$ cat config.mk
export PLATFORM = sky130hd
export DESIGN_NAME = power_monitor_alert_config
export DESIGN_NICKNAME = d
export VERILOG_FILES = /design/src/power_monitor_alert_pkg.sv /design/src/power_monitor_alert_config.sv
export VERILOG_INCLUDE_DIRS = /design/src
export SDC_FILE = /design/constraint.sdc
export NUM_CORES = 1
export LEC_CHECK = 0
export BUFFER_PORTS_ARGS = -buffer_cell sky130_fd_sc_hd__buf_2
export CAP_MARGIN = 20
export CELL_PAD_IN_SITES_DETAIL_PLACEMENT = 0
export CELL_PAD_IN_SITES_GLOBAL_PLACEMENT = 1
export CORE_ASPECT_RATIO = 2
export CORE_MARGIN = 1
export CORE_UTILIZATION = 25
export DETAILED_ROUTE_END_ITERATION = 12
export GPL_TIMING_DRIVEN = 0
export MAX_ROUTING_LAYER = met4
export PLACE_DENSITY = 0.74
export SLEW_MARGIN = 20
export SYNTH_ARGS = -nofsm -noshare
export SYNTH_HDL_FRONTEND = slang
export SYNTH_SLANG_ARGS = --single-unit
$ cat constraint.sdc
create_clock -name clk -period 1.4 [get_ports clk]
set_clock_uncertainty 0.1 [all_clocks]
set_input_delay 0.21 -clock clk [delete_from_list [all_inputs] [get_ports clk]]
set_output_delay 0.21 -clock clk [all_outputs]
set_load 0.02 [all_outputs]
$ cat src/power_monitor_alert_cfg.svh
`ifndef POWER_MONITOR_ALERT_CFG_SVH
`define POWER_MONITOR_ALERT_CFG_SVH

// Command codes
`define MON_CONTROL_ADDR 8'hd3
`define MON_SAMPLING_CONFIG_ADDR 8'hd4
`define FIRST_ALERT_PIN_CONFIG_ADDR 8'hd5

// Reset values
`define MON_CONTROL_RESET 1'h1
`define MON_SAMPLING_CONFIG_RESET 8'h8f
`define FIRST_ALERT_PIN_CONFIG_RESET 16'h8000
`define PIN_IDLE_LEVEL 1'h1

// Sampling config fields
`define SAMPLING_MODE_BIT 7
`define AUX_SAMPLE_BIT 6
`define SAMPLING_RSVD_BIT 5
`define SENSE_RANGE_MSB 4
`define SENSE_RANGE_LSB 3
`define AVERAGING_MSB 2
`define AVERAGING_LSB 0

// Alert pin config fields
`define ALERT_EN_MSB 15
`define ALERT_EN_LSB 3
`define OUTPUT_FUNCTION_MSB 2
`define OUTPUT_FUNCTION_LSB 1
`define OUTPUT_POLARITY_BIT 0

`endif

$ cat src/power_monitor_alert_pkg.sv
package power_monitor_alert_pkg;

	// Bit order matches the enable field, bit 15 down to bit 3
	typedef struct packed {
		logic fet_bad_flag;
		logic overcurrent_fault_flag;
		logic input_overvolt_fault_flag;
		logic input_undervolt_fault_flag;
		logic comm_fault_flag;
		logic overcurrent_warn_flag;
		logic second_current_warn_flag;
		logic input_overvolt_warn_flag;
		logic input_undervolt_warn_flag;
		logic aux_overvolt_warn_flag;
		logic aux_undervolt_warn_flag;
		logic current_limit_fault_flag;
		logic overpower_warn_flag;
	} flags_t;

	typedef struct packed {
		logic wr_en;
		logic rd_en;
		logic [7:0] addr;
		logic [15:0] wr_data;
	} reg_req_t;

	typedef enum logic [1:0] {
		FUNC_ALERT = 2'h0,
		FUNC_SOFTWARE = 2'h1,
		FUNC_CONVERSION_TRIGGER_INPUT_INPUT = 2'h2,
		FUNC_COMPARATOR = 2'h3
	} output_function_t;

endpackage

$ cat src/power_monitor_alert_config.sv
`timescale 1ns/1ps
`include "power_monitor_alert_cfg.svh"
// Operation
// - Sampling mode: 0 single-shot, 1 continuous, reset 1
// - Single-shot run bit self-clears; continuous needs write
// - Aux sample enable adds aux voltage, reset 0
// - Range 01 is 25 mV, 10 is 50 mV
// - Averaging 0 none, else 2^code samples, reset 111
// - FET-bad alert enable resets to one
// - Overcurrent fault enable gates alert, reset 0
// - Input overvoltage fault enable gates alert
// - Input undervoltage fault enable gates alert
// - Comm error enable gates alert
// - Overcurrent warning enable gates alert
// - Second current warning enable gates alert
// - Input over/undervoltage warning enables gate alert
// - Aux over/undervoltage warning enables gate alert
// - Current-limit fault enable gates alert
// - Overpower warning enable gates alert
// - Function 00 alert, 01 software, 10 trigger
// - Function 11 follows live enabled flags
// - Software mode polarity: 0 low, 1 high
module power_monitor_alert_config #(
	parameter logic [1:0] DEFAULT_SENSE_RANGE = 2'h1
) (
	input wire logic clk,
	input wire logic resetn,
	input wire power_monitor_alert_pkg::reg_req_t req,
	output logic [15:0] rd_data,
	input wire power_monitor_alert_pkg::flags_t latched_flags,
	input wire power_monitor_alert_pkg::flags_t live_flags,
	input wire logic sample_cycle_done,
	output logic monitor_run,
	output logic sampling_mode_sel,
	output logic aux_sample_en,
	output logic [1:0] sense_range_sel,
	output logic [2:0] averaging_sel,
	input wire logic first_general_output_pin_in,
	output logic first_general_output_pin_out,
	output logic first_general_output_pin_oe_n,
	output logic conversion_trigger_pulse
);

	// Only the two sense ranges are legal reset values
	if (DEFAULT_SENSE_RANGE != 2'h1 && DEFAULT_SENSE_RANGE != 2'h2) begin : g_bad_range
		$error("DEFAULT_SENSE_RANGE must be 01 or 10");
	end

	// Mode, aux and reserved bits from the reset word, variant range, averaging
	localparam logic [7:0] SAMPLING_RESET = {3'(`MON_SAMPLING_CONFIG_RESET >> 5), DEFAULT_SENSE_RANGE,
		3'(`MON_SAMPLING_CONFIG_RESET)};
	localparam int FLAG_COUNT = $bits(power_monitor_alert_pkg::flags_t);

	if (FLAG_COUNT != `ALERT_EN_MSB - `ALERT_EN_LSB + 1) begin : g_bad_flags
		$error("flag set and enable field differ in width");
	end

	logic run;
	logic [7:0] sampling_cfg;
	logic [15:0] alert_cfg;
	logic trig_meta;
	logic trig_sync;
	logic trig_prev;

	// Decode
	wire sel_control = req.addr == `MON_CONTROL_ADDR;
	wire sel_sampling = req.addr == `MON_SAMPLING_CONFIG_ADDR;
	wire sel_alert = req.addr == `FIRST_ALERT_PIN_CONFIG_ADDR;
	wire wr_control = req.wr_en && sel_control;
	wire wr_sampling = req.wr_en && sel_sampling;
	wire wr_alert = req.wr_en && sel_alert;
	wire single_shot = !sampling_cfg[`SAMPLING_MODE_BIT];
	wire [12:0] alert_en = alert_cfg[`ALERT_EN_MSB:`ALERT_EN_LSB];
	wire power_monitor_alert_pkg::output_function_t out_func =
		power_monitor_alert_pkg::output_function_t'(alert_cfg[`OUTPUT_FUNCTION_MSB:`OUTPUT_FUNCTION_LSB]);
	wire polarity = alert_cfg[`OUTPUT_POLARITY_BIT];
	wire alert_mode = out_func == power_monitor_alert_pkg::FUNC_ALERT;
	wire power_monitor_alert_pkg::flags_t alert_mask = power_monitor_alert_pkg::flags_t'(alert_en);
	logic [FLAG_COUNT-1:0] latched_gate;
	logic [FLAG_COUNT-1:0] live_gate;
	// One latched and one live gate per status source
	for (genvar f = 0; f < FLAG_COUNT; f++) begin : g_flag_gate
		assign latched_gate[f] = latched_flags[f] && alert_en[f];
		assign live_gate[f] = live_flags[f] && alert_en[f];
	end
	wire latched_hit = |latched_gate;
	wire live_hit = |live_gate;
	// Rising pin edge counts only in trigger mode
	wire trig_edge = trig_sync && !trig_prev && out_func == power_monitor_alert_pkg::FUNC_CONVERSION_TRIGGER_INPUT_INPUT;

	// Bit 5 of the sampling config is stored but reads as zero
	wire [15:0] next_rd_data = sel_control ? {15'h0000, run} :
		sel_sampling ? {8'h00, sampling_cfg & ~(8'h01 << `SAMPLING_RSVD_BIT)} :
		sel_alert ? alert_cfg : 16'h0000;

	// Software write wins over the self-clear in the same cycle
	wire next_run = wr_control ? req.wr_data[0] :
		trig_edge ? 1'b1 :
		(single_shot && sample_cycle_done) ? 1'b0 : run;

	// Pin level per function; alert active means pulled low
	logic next_drive_low;
	always_comb begin
		case (out_func)
			power_monitor_alert_pkg::FUNC_ALERT: next_drive_low = latched_hit;
			power_monitor_alert_pkg::FUNC_SOFTWARE: next_drive_low = !polarity;
			power_monitor_alert_pkg::FUNC_CONVERSION_TRIGGER_INPUT_INPUT: next_drive_low = 1'b0;
			power_monitor_alert_pkg::FUNC_COMPARATOR: next_drive_low = live_hit;
			default: next_drive_low = 1'b0;
		endcase
	end

	always_ff @(posedge clk) begin
		if (!resetn) begin
			run <= `MON_CONTROL_RESET;
		end else begin
			run <= next_run;
		end
	end

	always_ff @(posedge clk) begin
		if (!resetn) begin
			sampling_cfg <= SAMPLING_RESET;
		end else if (wr_sampling) begin
			sampling_cfg <= req.wr_data[7:0];
		end
	end

	always_ff @(posedge clk) begin
		if (!resetn) begin
			alert_cfg <= `FIRST_ALERT_PIN_CONFIG_RESET;
		end else if (wr_alert) begin
			alert_cfg <= req.wr_data;
		end
	end

	// Read data stands until the next read strobe
	always_ff @(posedge clk) begin
		if (!resetn) begin
			rd_data <= 16'h0000;
		end else if (req.rd_en) begin
			rd_data <= next_rd_data;
		end
	end

	// Synchroniser resets to the pulled-up idle level, so no false edge
	always_ff @(posedge clk) begin
		if (!resetn) begin
			trig_meta <= `PIN_IDLE_LEVEL;
			trig_sync <= `PIN_IDLE_LEVEL;
			trig_prev <= `PIN_IDLE_LEVEL;
		end else begin
			trig_meta <= first_general_output_pin_in;
			trig_sync <= trig_meta;
			trig_prev <= trig_sync;
		end
	end

	// Open-drain pin: only ever pulls low
	always_ff @(posedge clk) begin
		if (!resetn) begin
			first_general_output_pin_out <= 1'b0;
			first_general_output_pin_oe_n <= 1'b1;
			conversion_trigger_pulse <= 1'b0;
		end else begin
			first_general_output_pin_out <= 1'b0;
			first_general_output_pin_oe_n <= !next_drive_low;
			conversion_trigger_pulse <= trig_edge;
		end
	end

	assign monitor_run = run;
	assign sampling_mode_sel = sampling_cfg[`SAMPLING_MODE_BIT];
	assign aux_sample_en = sampling_cfg[`AUX_SAMPLE_BIT];
	assign sense_range_sel = sampling_cfg[`SENSE_RANGE_MSB:`SENSE_RANGE_LSB];
	assign averaging_sel = sampling_cfg[`AVERAGING_MSB:`AVERAGING_LSB];
endmodule

==> results of run 1 <==
==> synthesized netlist by cell type, drive strengths merged <==
master | number | area, um^2
nor2b | 1 | 6.26
a2111oi | 1 | 8.76
a221oi | 2 | 17.5
nand2b | 8 | 57.6
a21oi | 2 | 10.0
conb | 1 | 3.75
o31ai | 1 | 7.51
nand3b | 1 | 20.0
buf | 8 | 50.1
nand4bb | 1 | 11.3
nand4 | 2 | 12.5
nor4 | 3 | 40.0
a22o | 13 | 114
a31oi | 1 | 6.26
and3 | 1 | 6.26
or4 | 1 | 7.51
nand3 | 19 | 95.1
nor2 | 4 | 31.3
a22oi | 6 | 45.0
dfxtp | 45 | 901
nand2 | 31 | 116
mux2i | 14 | 140
o32ai | 1 | 8.76
clkbuf | 4 | 15.0
o21ai | 24 | 120
inv | 4 | 15.0
==> sequential cells by signal, indices dropped and copies added (netlist names) <==
| signal | flops |
|---|---|
| trig_sync | 1 |
| first_general_output_pin_oe_n | 1 |
| monitor_run | 1 |
| trig_meta | 1 |
| rd_data | 16 |
| conversion_trigger_pulse | 1 |
| trig_prev | 1 |
| sampling_cfg | 7 |
| alert_cfg | 16 |
==> per-layer routing <==
| layer | routed length (um) | global-route usage | part of all wire | vias up |
|---|---|---|---|---|
| li1 | - | - | - | 891 |
| met1 | 2080 | 0.150 | 0.36 | 816 |
| met2 | 3300 | 0.288 | 0.57 | 60 |
| met3 | 258 | 0.0248 | 0.044 | 11 |
| met4 | 189 | 0.0930 | 0.032 | 0 |
| met5 | 0 | - | 0 | - |
==> placed cells by master (no fill, tap or decap), types with 2 or more instances in the layout <==
cell,n
nand2_1,30
inv_1,4
dfxtp_1,45
clkbuf_16,5
nor2_1,3
nand2b_1,5
buf_2,82
nand2b_4,3
mux2i_1,14
clkbuf_1,4
a22oi_1,6
nand3_1,19
nor4_4,2
a21oi_1,2
a221oi_1,2
nand4_1,2
o21ai_0,24
buf_4,4
a22o_1,13
==> logic make-up after synthesis <==
family | share of synthesized area
AOI/OAI and AO/OA | 0.181
buffers and inverters | 0.0429
DFF | 0.483
muxes | 0.0751
other | 0.00201
and+or+nand+nor | 0.216
==> worst paths after layout <==
path	to	cells after the start	slack [ns]
worst max-delay path	rd_data[15]$_SDFFE_PN0P_	6	0.06
worst min-delay path	trig_meta$_SDFF_PN1_	2	0.007
worst max register to register	first_general_output_pin_oe_n$_SDFF_PN1_	4	0.06
worst min register to register	trig_sync$_SDFF_PN1_	1	0.30
==> report_power, final <==
group          switching [mW]  total (mW)  internal [mW]
logic                   0.106       0.205         0.0989
clock network           0.510        1.40          0.891
registers             0.00234        1.29           1.29
total                   0.618        2.89           2.28
==> repair_timing <==
item / CTS / global route
gates cloned: 0 / 0
setup buffers: 0 / 2
pin swaps: 1 / 2
setup endpoints to repair: 5 / 21
resized for setup: 1 / 1
endpoints found under the hold margin: 0 / 0
==> final cells by class <==
| cell class | count | area (um^2) | area share |
|---|---|---|---|
| Tap cell | 92 | 115 | 0.0438 |
| Inverter | 4 | 15.0 | 0.00572 |
| Timing Repair Buffer | 81 | 410 | 0.156 |
| Sequential cell | 45 | 901 | 0.343 |
| Clock buffer | 6 | 139 | 0.0529 |
| Multi-Input combinational cell | 138 | 917 | 0.349 |
| Buffer | 12 | 91.3 | 0.0348 |
| Clock inverter | 2 | 37.5 | 0.0143 |
==> stage by stage <==
step                instances   util
floorplan                 199      -
global placement          370  0.334
detailed placement        370  0.334
CTS                       378  0.358
global route              380  0.361
finish                    380  0.361
==> flow_metrics.py, run 1 <==
metrics = {
    "status": {
        "status": "finished clean",
    },
    "sta": {
        "slew_headroom": 0.652,
        "finalHoldWorstSlack_ns": 0.00745,
        "fin_ws_ns": 0.0561,
        "final-setup-viol-count": 0,
        "clock.fmax_ghz": 0.744,
        "slew_viol_final": 0,
        "min_period_ns": 1.34,
        "fin_tns_setup_ns": 0,
        "fin_crit_sh": 0.960,
        "grt_setup_unrepaired": "false",
        "worst_pin_slew_ns": 0.522,
        "hold_viol": 0,
    },
    "run": {
        "maxCapViolations": 0,
    },
    "setup_path": {
        "path_cells": "buf_2 > nand2b_4 > or4_4 > buf_6 > nor2_8 > a22o_1",
        "critPathMaxFanout": 9,
        "critical_path.max_stage_delay_ns": 0.52,
        "worstPathRequired_ns": 1.53,
        "critical_path_class": "input pin to flip-flop",
        "critPathArrivalTime_ns": 1.48,
        "slowest_stage": "or4_4",
        "cp_top_family": "simple AND/OR/NAND/NOR gates",
        "reg2reg_from": "alert_cfg[6]$_SDFFE_PN0P_",
        "timing.critical_path.from_type": "input pin",
        "crit_start": "req[17]",
        "cp-end-kind": "flip-flop",
        "worst-path-buf-inv": 2,
    },
    "synthesis": {
        "synth_cells": 199,
        "avgSynthCellArea_um2": 9.38,
        "yosysWarnings": 0,
        "synth-seq-cells": 45,
        "ys_types": 31,
        "syn_area_um2": 1870,
        "synthesis.nets": 255,
        "ys_seq_area_frac": 0.483,
    },
    "placed_design": {
        "gp_congestion": 0.774,
        "io_buffer_count": 79,
        "dp_slack_ns": -0.325,
        "placed_area_um2": 2420,
        "dp_hpwl_mm": 4.62,
    },
    "floorplanning": {
        "die_area_um2": 7840,
        "io_pins": 83,
        "fp-row-count": 44,
        "die_w_um": 63.1,
        "die_height_um": 124,
        "coreArea_um2": 7270,
        "start_util": 0.257,
    },
    "clocking": {
        "h-tree-depth": 2,
        "cts_buffers": 5,
        "cts_hold_buf": 0,
        "path_clk_slew_ns": 0.06,
        "clock_path_buffers": 2,
        "clock_latency_ns": 0.29,
        "clock_sinks": 45,
        "cts_root_buffer": "clkbuf_16",
        "cts_tree": "built",
    },
    "routing": {
        "num_vias": 1778,
        "routed_wl_mm": 5.82,
        "drt_iter0_drc": 63,
        "ant_nets": 0,
        "drc_errors": 0,
        "drtPass1Iterations": 4,
        "vias_per_cell": 4.68,
        "drt-wirelength-per-cell_um": 15.3,
    },
    "grt": {
        "grt_max_degree": 15,
        "antenna_found_initial": 0,
        "grt_pass1_wl_mm": 9.00,
        "first_global_vias": 1768,
        "grt-ovfl-total": 0,
        "grt_usage": 0.158,
    },
    "cells_and_area": {
        "nets": 343,
        "layout-drive-gt1-share": 0.368,
        "stdcell_area_um2": 2630,
        "antenna_cells": 0,
        "fillers": 771,
        "area_growth_pct": 40.7,
    },
    "pwr": {
        "power.total_mw": 2.89,
        "leakage_nw": 1.14,
        "power_density_nw_per_um2": 1100,
        "vdd_drop_max_v": 0.000404,
    },
    "hold_path": {
        "hold_start": "first_general_output_pin_in",
        "hp-class": "input pin to flip-flop",
    },
}
No activity file was read; power rests on OpenSTA's default activity.
==> run 2: changes to the inputs <==
RECOVER_POWER = 100   (was unset)
==> flow_metrics.py, run 2 (synthesis gave the netlist of run 1 again) <==
metrics = {
    "setup_path": {
        "timing.critical_path.from_type": "flip-flop",
        "reg2reg_depth": 4,
        "critPathMaxFanout": 4,
        "worst-path-stages": 4,
        "path_cells": "a22o_1 > a2111oi_1 > nand4_1 > nand3_1",
        "worst-path-buf-inv": 0,
        "worstPathRequired_ns": 1.54,
        "cp_top_family": "compound AO/OA/AOI/OAI gates",
        "critical_path.max_stage_delay_ns": 0.38,
        "critPathArrivalTime_ns": 1.48,
        "slowest_stage": "a2111oi_1",
        "critical_path_class": "flip-flop to flip-flop",
        "cp-end-kind": "flip-flop",
    },
    "placed_design": {
        "dp_hpwl_mm": 4.62,
        "dp_slack_ns": -0.325,
        "placed_area_um2": 2420,
        "io_buffer_count": 79,
        "gp_congestion": 0.774,
        "dp.cells": 370,
    },
    "clocking": {
        "cts_root_buffer": "clkbuf_16",
        "clock_path_buffers": 2,
        "cts_tree": "built",
        "clock_sinks": 45,
        "cts_buffers": 5,
        "clock_latency_ns": 0.29,
        "path_clk_slew_ns": 0.07,
        "h-tree-depth": 2,
    },
    "sta": {
        "slew_viol_final": 0,
        "fin_crit_sh": 0.960,
        "grt_setup_unrepaired": "false",
        "clock.fmax_ghz": 0.744,
        "min_period_ns": 1.34,
        "final-setup-viol-count": 0,
        "fin_ws_ns": 0.0562,
        "worst_pin_slew_ns": 0.519,
        "finalHoldWorstSlack_ns": 0.00831,
        "slew_headroom": 0.654,
        "hold_viol": 0,
    },
    "status": {
        "status": "finished clean",
    },
    "routing": {
        "drt_iter0_drc": 61,
        "routed-wl-met2_mm": 3.29,
        "routed_wl_mm": 5.83,
        "drc_errors": 0,
        "wl_met3_um": 254,
        "drt-wirelength-per-cell_um": 15.3,
        "dr.max_layer_used": "met4",
        "num_vias": 1783,
        "vias_per_cell": 4.69,
        "drtPass1Iterations": 4,
        "met1Wirelength_mm": 2.10,
        "ant_nets": 0,
    },
    "floorplanning": {
        "coreArea_um2": 7270,
        "io_pins": 83,
        "die_area_um2": 7840,
        "start_util": 0.257,
        "die_height_um": 124,
        "fp-row-count": 44,
        "die_w_um": 63.1,
    },
    "pwr": {
        "power_density_nw_per_um2": 1120,
        "leakage_nw": 1.04,
        "vdd_drop_max_v": 0.000401,
    },
    "hold_path": {
        "min_path_cells": 2,
        "hp-class": "input pin to flip-flop",
    },
    "grt": {
        "grt_pass1_wl_mm": 9.00,
        "grt-ovfl-total": 0,
        "first_global_vias": 1768,
        "grt_usage": 0.158,
        "antenna_found_initial": 0,
        "grt_max_degree": 15,
    },
    "cells_and_area": {
        "nets": 343,
        "stdcell_area_um2": 2580,
        "layout-drive-gt1-share": 0.274,
        "reg_top3": "alert_cfg (16), rd_data (16), sampling_cfg (7)",
        "fin_cells": 380,
        "multi_input_area_um2": 902,
        "final_cell_mix": "54 x buf_2, 45 x dfxtp_1, 30 x nand2_1, 30 x clkbuf_1, 24 x o21ai_0",
        "fillers": 787,
        "regArea_um2": 901,
        "mostFrequentLayoutCell": "buf_2",
        "area_growth_pct": 38.0,
        "final_util": 0.355,
        "antenna_cells": 0,
    },
    "run": {
        "maxCapViolations": 0,
    },
}
[run 2: cell types whose count changed in the layout (fill, tap and decap cells not counted), sizes merged]
cell / previous run / this run
buf: 89 / 59
clkbuf: 10 / 40
[run 2: path summary, 6_finish.rpt]
check                              start                                  endpoint  slack [ns]
max            alert_cfg[6]$_SDFFE_PN0P_  first_general_output_pin_oe_n$_SDFF_PN1_        0.06
min          first_general_output_pin_in                      trig_meta$_SDFF_PN1_       0.008
max reg2reg    alert_cfg[6]$_SDFFE_PN0P_  first_general_output_pin_oe_n$_SDFF_PN1_        0.06
min reg2reg         trig_meta$_SDFF_PN1_                      trig_sync$_SDFF_PN1_        0.31
[run 2: cell type report]
| class | count | share of cell area |
|---|---|---|
| inverters | 4 | 0.00583 |
| multi-input cells | 138 | 0.350 |
| clock buffers | 6 | 0.0539 |
| clock inverters | 2 | 0.0146 |
| well taps | 92 | 0.0447 |
| plain buffers | 12 | 0.0355 |
| flip-flops and latches | 45 | 0.350 |
| repair buffers | 81 | 0.146 |
[run 2: routing by layer]
layer	GRT usage	vias to the layer above
li1	-	891
met1	0.150	823
met2	0.288	58
met3	0.0248	11
met4	0.0930	0
met5	-	-
[run 2: what timing repair did]
action	in CTS	in global routing
buffers inserted	0	2
gates resized for setup	1	1
endpoints found under the setup margin	5	21
pin swaps	1	2
hold buffers	0	0
[run 2: where the power goes]
group | internal (mW) | leakage [nW] | total, mW | switching, mW
sequential | 1.29 | 0.364 | 1.29 | 0.00242
clock | 0.891 | 0.0831 | 1.40 | 0.509
combinational | 0.0979 | 0.592 | 0.201 | 0.103
total | 2.27 | 1.04 | 2.89 | 0.614
[run 2: through the flow]
stage	TNS (ns)	total power, mW
2_1_floorplan	-0.391	1.41
3_3_place_gp	-7.78	1.52
3_5_place_dp	-8.61	1.52
4_1_cts	0	2.92
5_1_grt	0	2.98
6_report	0	2.89
[run 2: worst register-to-register path, delay by kind of cell, from the launching register on]
family | cells | cell delay [ns]
compound gates | 2 | 0.60
simple gates | 2 | 0.24
flops | 1 | 0.36
==> run 3: changes to the inputs <==
PLACE_DENSITY = 0.71   (was 0.74)
clock period = 1.61 ns   (was 1.4 ns; I/O delays follow)
==> flow_metrics.py, run 3 (synthesis gave the netlist of run 1 again) <==
metrics = {
    "setup_path": {
        "worstPathRequired_ns": 1.74,
        "critical_path_class": "input pin to flip-flop",
        "cp-end-kind": "flip-flop",
        "worst-path-stages": 6,
        "reg2reg_depth": 4,
        "path_cells": "buf_2 > nand2b_1 > or4_1 > clkbuf_2 > nor2_8 > a22o_1",
        "critical_path.max_stage_delay_ns": 0.50,
        "worst-path-buf-inv": 2,
        "timing.critical_path.from_type": "input pin",
        "slowest_stage": "or4_1",
        "critPathMaxFanout": 9,
        "cp_top_family": "simple AND/OR/NAND/NOR gates",
        "critPathArrivalTime_ns": 1.63,
    },
    "routing": {
        "drc_errors": 0,
        "drt_iter0_drc": 74,
        "num_vias": 1763,
        "vias_per_cell": 4.66,
        "drt-wirelength-per-cell_um": 15.0,
        "ant_nets": 0,
        "drtPass1Iterations": 4,
        "routed_wl_mm": 5.69,
    },
    "grt": {
        "grt_max_degree": 14,
        "grt-ovfl-total": 0,
        "grt_usage": 0.159,
        "first_global_vias": 1773,
        "antenna_found_initial": 0,
        "grt_pass1_wl_mm": 9.14,
    },
    "cells_and_area": {
        "final_cell_mix": "54 x buf_2, 45 x dfxtp_1, 33 x clkbuf_1, 31 x nand2_1, 24 x o21ai_0",
        "antenna_cells": 0,
        "reg_top3": "alert_cfg (16), rd_data (16), sampling_cfg (7)",
        "final_util": 0.341,
        "regArea_um2": 901,
        "nets": 341,
        "fillers": 839,
        "fin_cells": 378,
        "layout-drive-gt1-share": 0.248,
        "multi_input_area_um2": 886,
        "mostFrequentLayoutCell": "buf_2",
        "area_growth_pct": 32.9,
    },
    "clocking": {
        "clock_path_buffers": 2,
        "h-tree-depth": 2,
        "path_clk_slew_ns": 0.06,
        "cts_setup_buffers": 0,
        "cts_tree": "built",
        "cts_resized": 0,
        "cts_hold_buf": 0,
        "cts_buffers": 5,
        "cts_root_buffer": "clkbuf_16",
        "clock_sinks": 45,
        "clock_latency_ns": 0.29,
    },
    "pwr": {
        "power_frac_clock": 0.437,
        "vdd_drop_max_v": 0.000374,
        "p_sw_frac": 0.224,
        "p_switching_uw": 511,
        "power_density_nw_per_um2": 920,
        "p_seq_frac": 0.491,
        "pwr-share-comb": 0.072,
        "leakage_nw": 0.984,
        "internal_power_mw": 1.77,
    },
    "sta": {
        "finalHoldWorstSlack_ns": 0.0374,
        "min_period_ns": 1.49,
        "fin_crit_sh": 0.928,
        "grt_setup_unrepaired": "false",
        "worst_pin_slew_ns": 0.681,
        "final-setup-viol-count": 0,
        "slew_headroom": 0.543,
        "hold_viol": 0,
        "slew_viol_final": 0,
        "clock.fmax_ghz": 0.669,
        "fin_tns_setup_ns": 0,
    },
    "floorplanning": {
        "die_area_um2": 7840,
        "start_util": 0.257,
        "io_pins": 83,
        "fp-row-count": 44,
        "coreArea_um2": 7270,
        "die_height_um": 124,
        "die_w_um": 63.1,
    },
    "placed_design": {
        "dp.cells": 370,
        "gp_congestion": 0.768,
        "io_buffer_count": 79,
        "dp_hpwl_mm": 4.66,
    },
    "status": {
        "status": "finished clean",
    },
    "hold_path": {
        "min_path_cells": 2,
        "hp-class": "input pin to flip-flop",
    },
    "run": {
        "maxCapViolations": 0,
    },
}
run 3: path summary, 6_finish.rpt:
kind / slack [ns] / from / to
worst min-delay path: 0.04 / first_general_output_pin_in / trig_meta$_SDFF_PN1_
worst max-delay path: 0.12 / req[19] / rd_data[10]$_SDFFE_PN0P_
worst min register to register: 0.30 / trig_meta$_SDFF_PN1_ / trig_sync$_SDFF_PN1_
worst max register to register: 0.24 / alert_cfg[3]$_SDFFE_PN0P_ / first_general_output_pin_oe_n$_SDFF_PN1_
run 3: power groups by stage:
stage | combinational (mW) | clock [mW] | sequential, mW
2_1_floorplan | 0.0680 | 0 | 1.15
3_3_place_gp | 0.167 | 0 | 1.15
3_5_place_dp | 0.167 | 0 | 1.15
4_1_cts | 0.168 | 1.01 | 1.12
5_1_grt | 0.180 | 1.05 | 1.12
6_report | 0.164 | 0.997 | 1.12
run 3: layout make-up:
type | count | area share
multi-input combinational | 138 | 0.357
timing repair buffer | 79 | 0.146
inverter | 4 | 0.00605
tap | 92 | 0.0464
clock buffer | 7 | 0.0535
sequential | 45 | 0.363
buffer | 12 | 0.0247
clock inverter | 1 | 0.00303
run 3: metrics by stage:
stage	instance area [um^2]	worst slack [ns]	power [mW]
4_1_cts	2520	0.148	2.30
6_report	2480	0.116	2.28
5_1_grt	2480	0.00862	2.35
3_5_place_dp	2380	-0.158	1.31
2_1_floorplan	1870	0.112	1.22
3_3_place_gp	2380	-0.153	1.31
run 3: routing by layer:
metal / share of wire / vias up / global-route usage
met4: 0.023 / 0 / 0.0807
met3: 0.040 / 8 / 0.0202
met5: 0 / - / -
li1: - / 889 / -
met1: 0.38 / 811 / 0.158
met2: 0.56 / 55 / 0.290
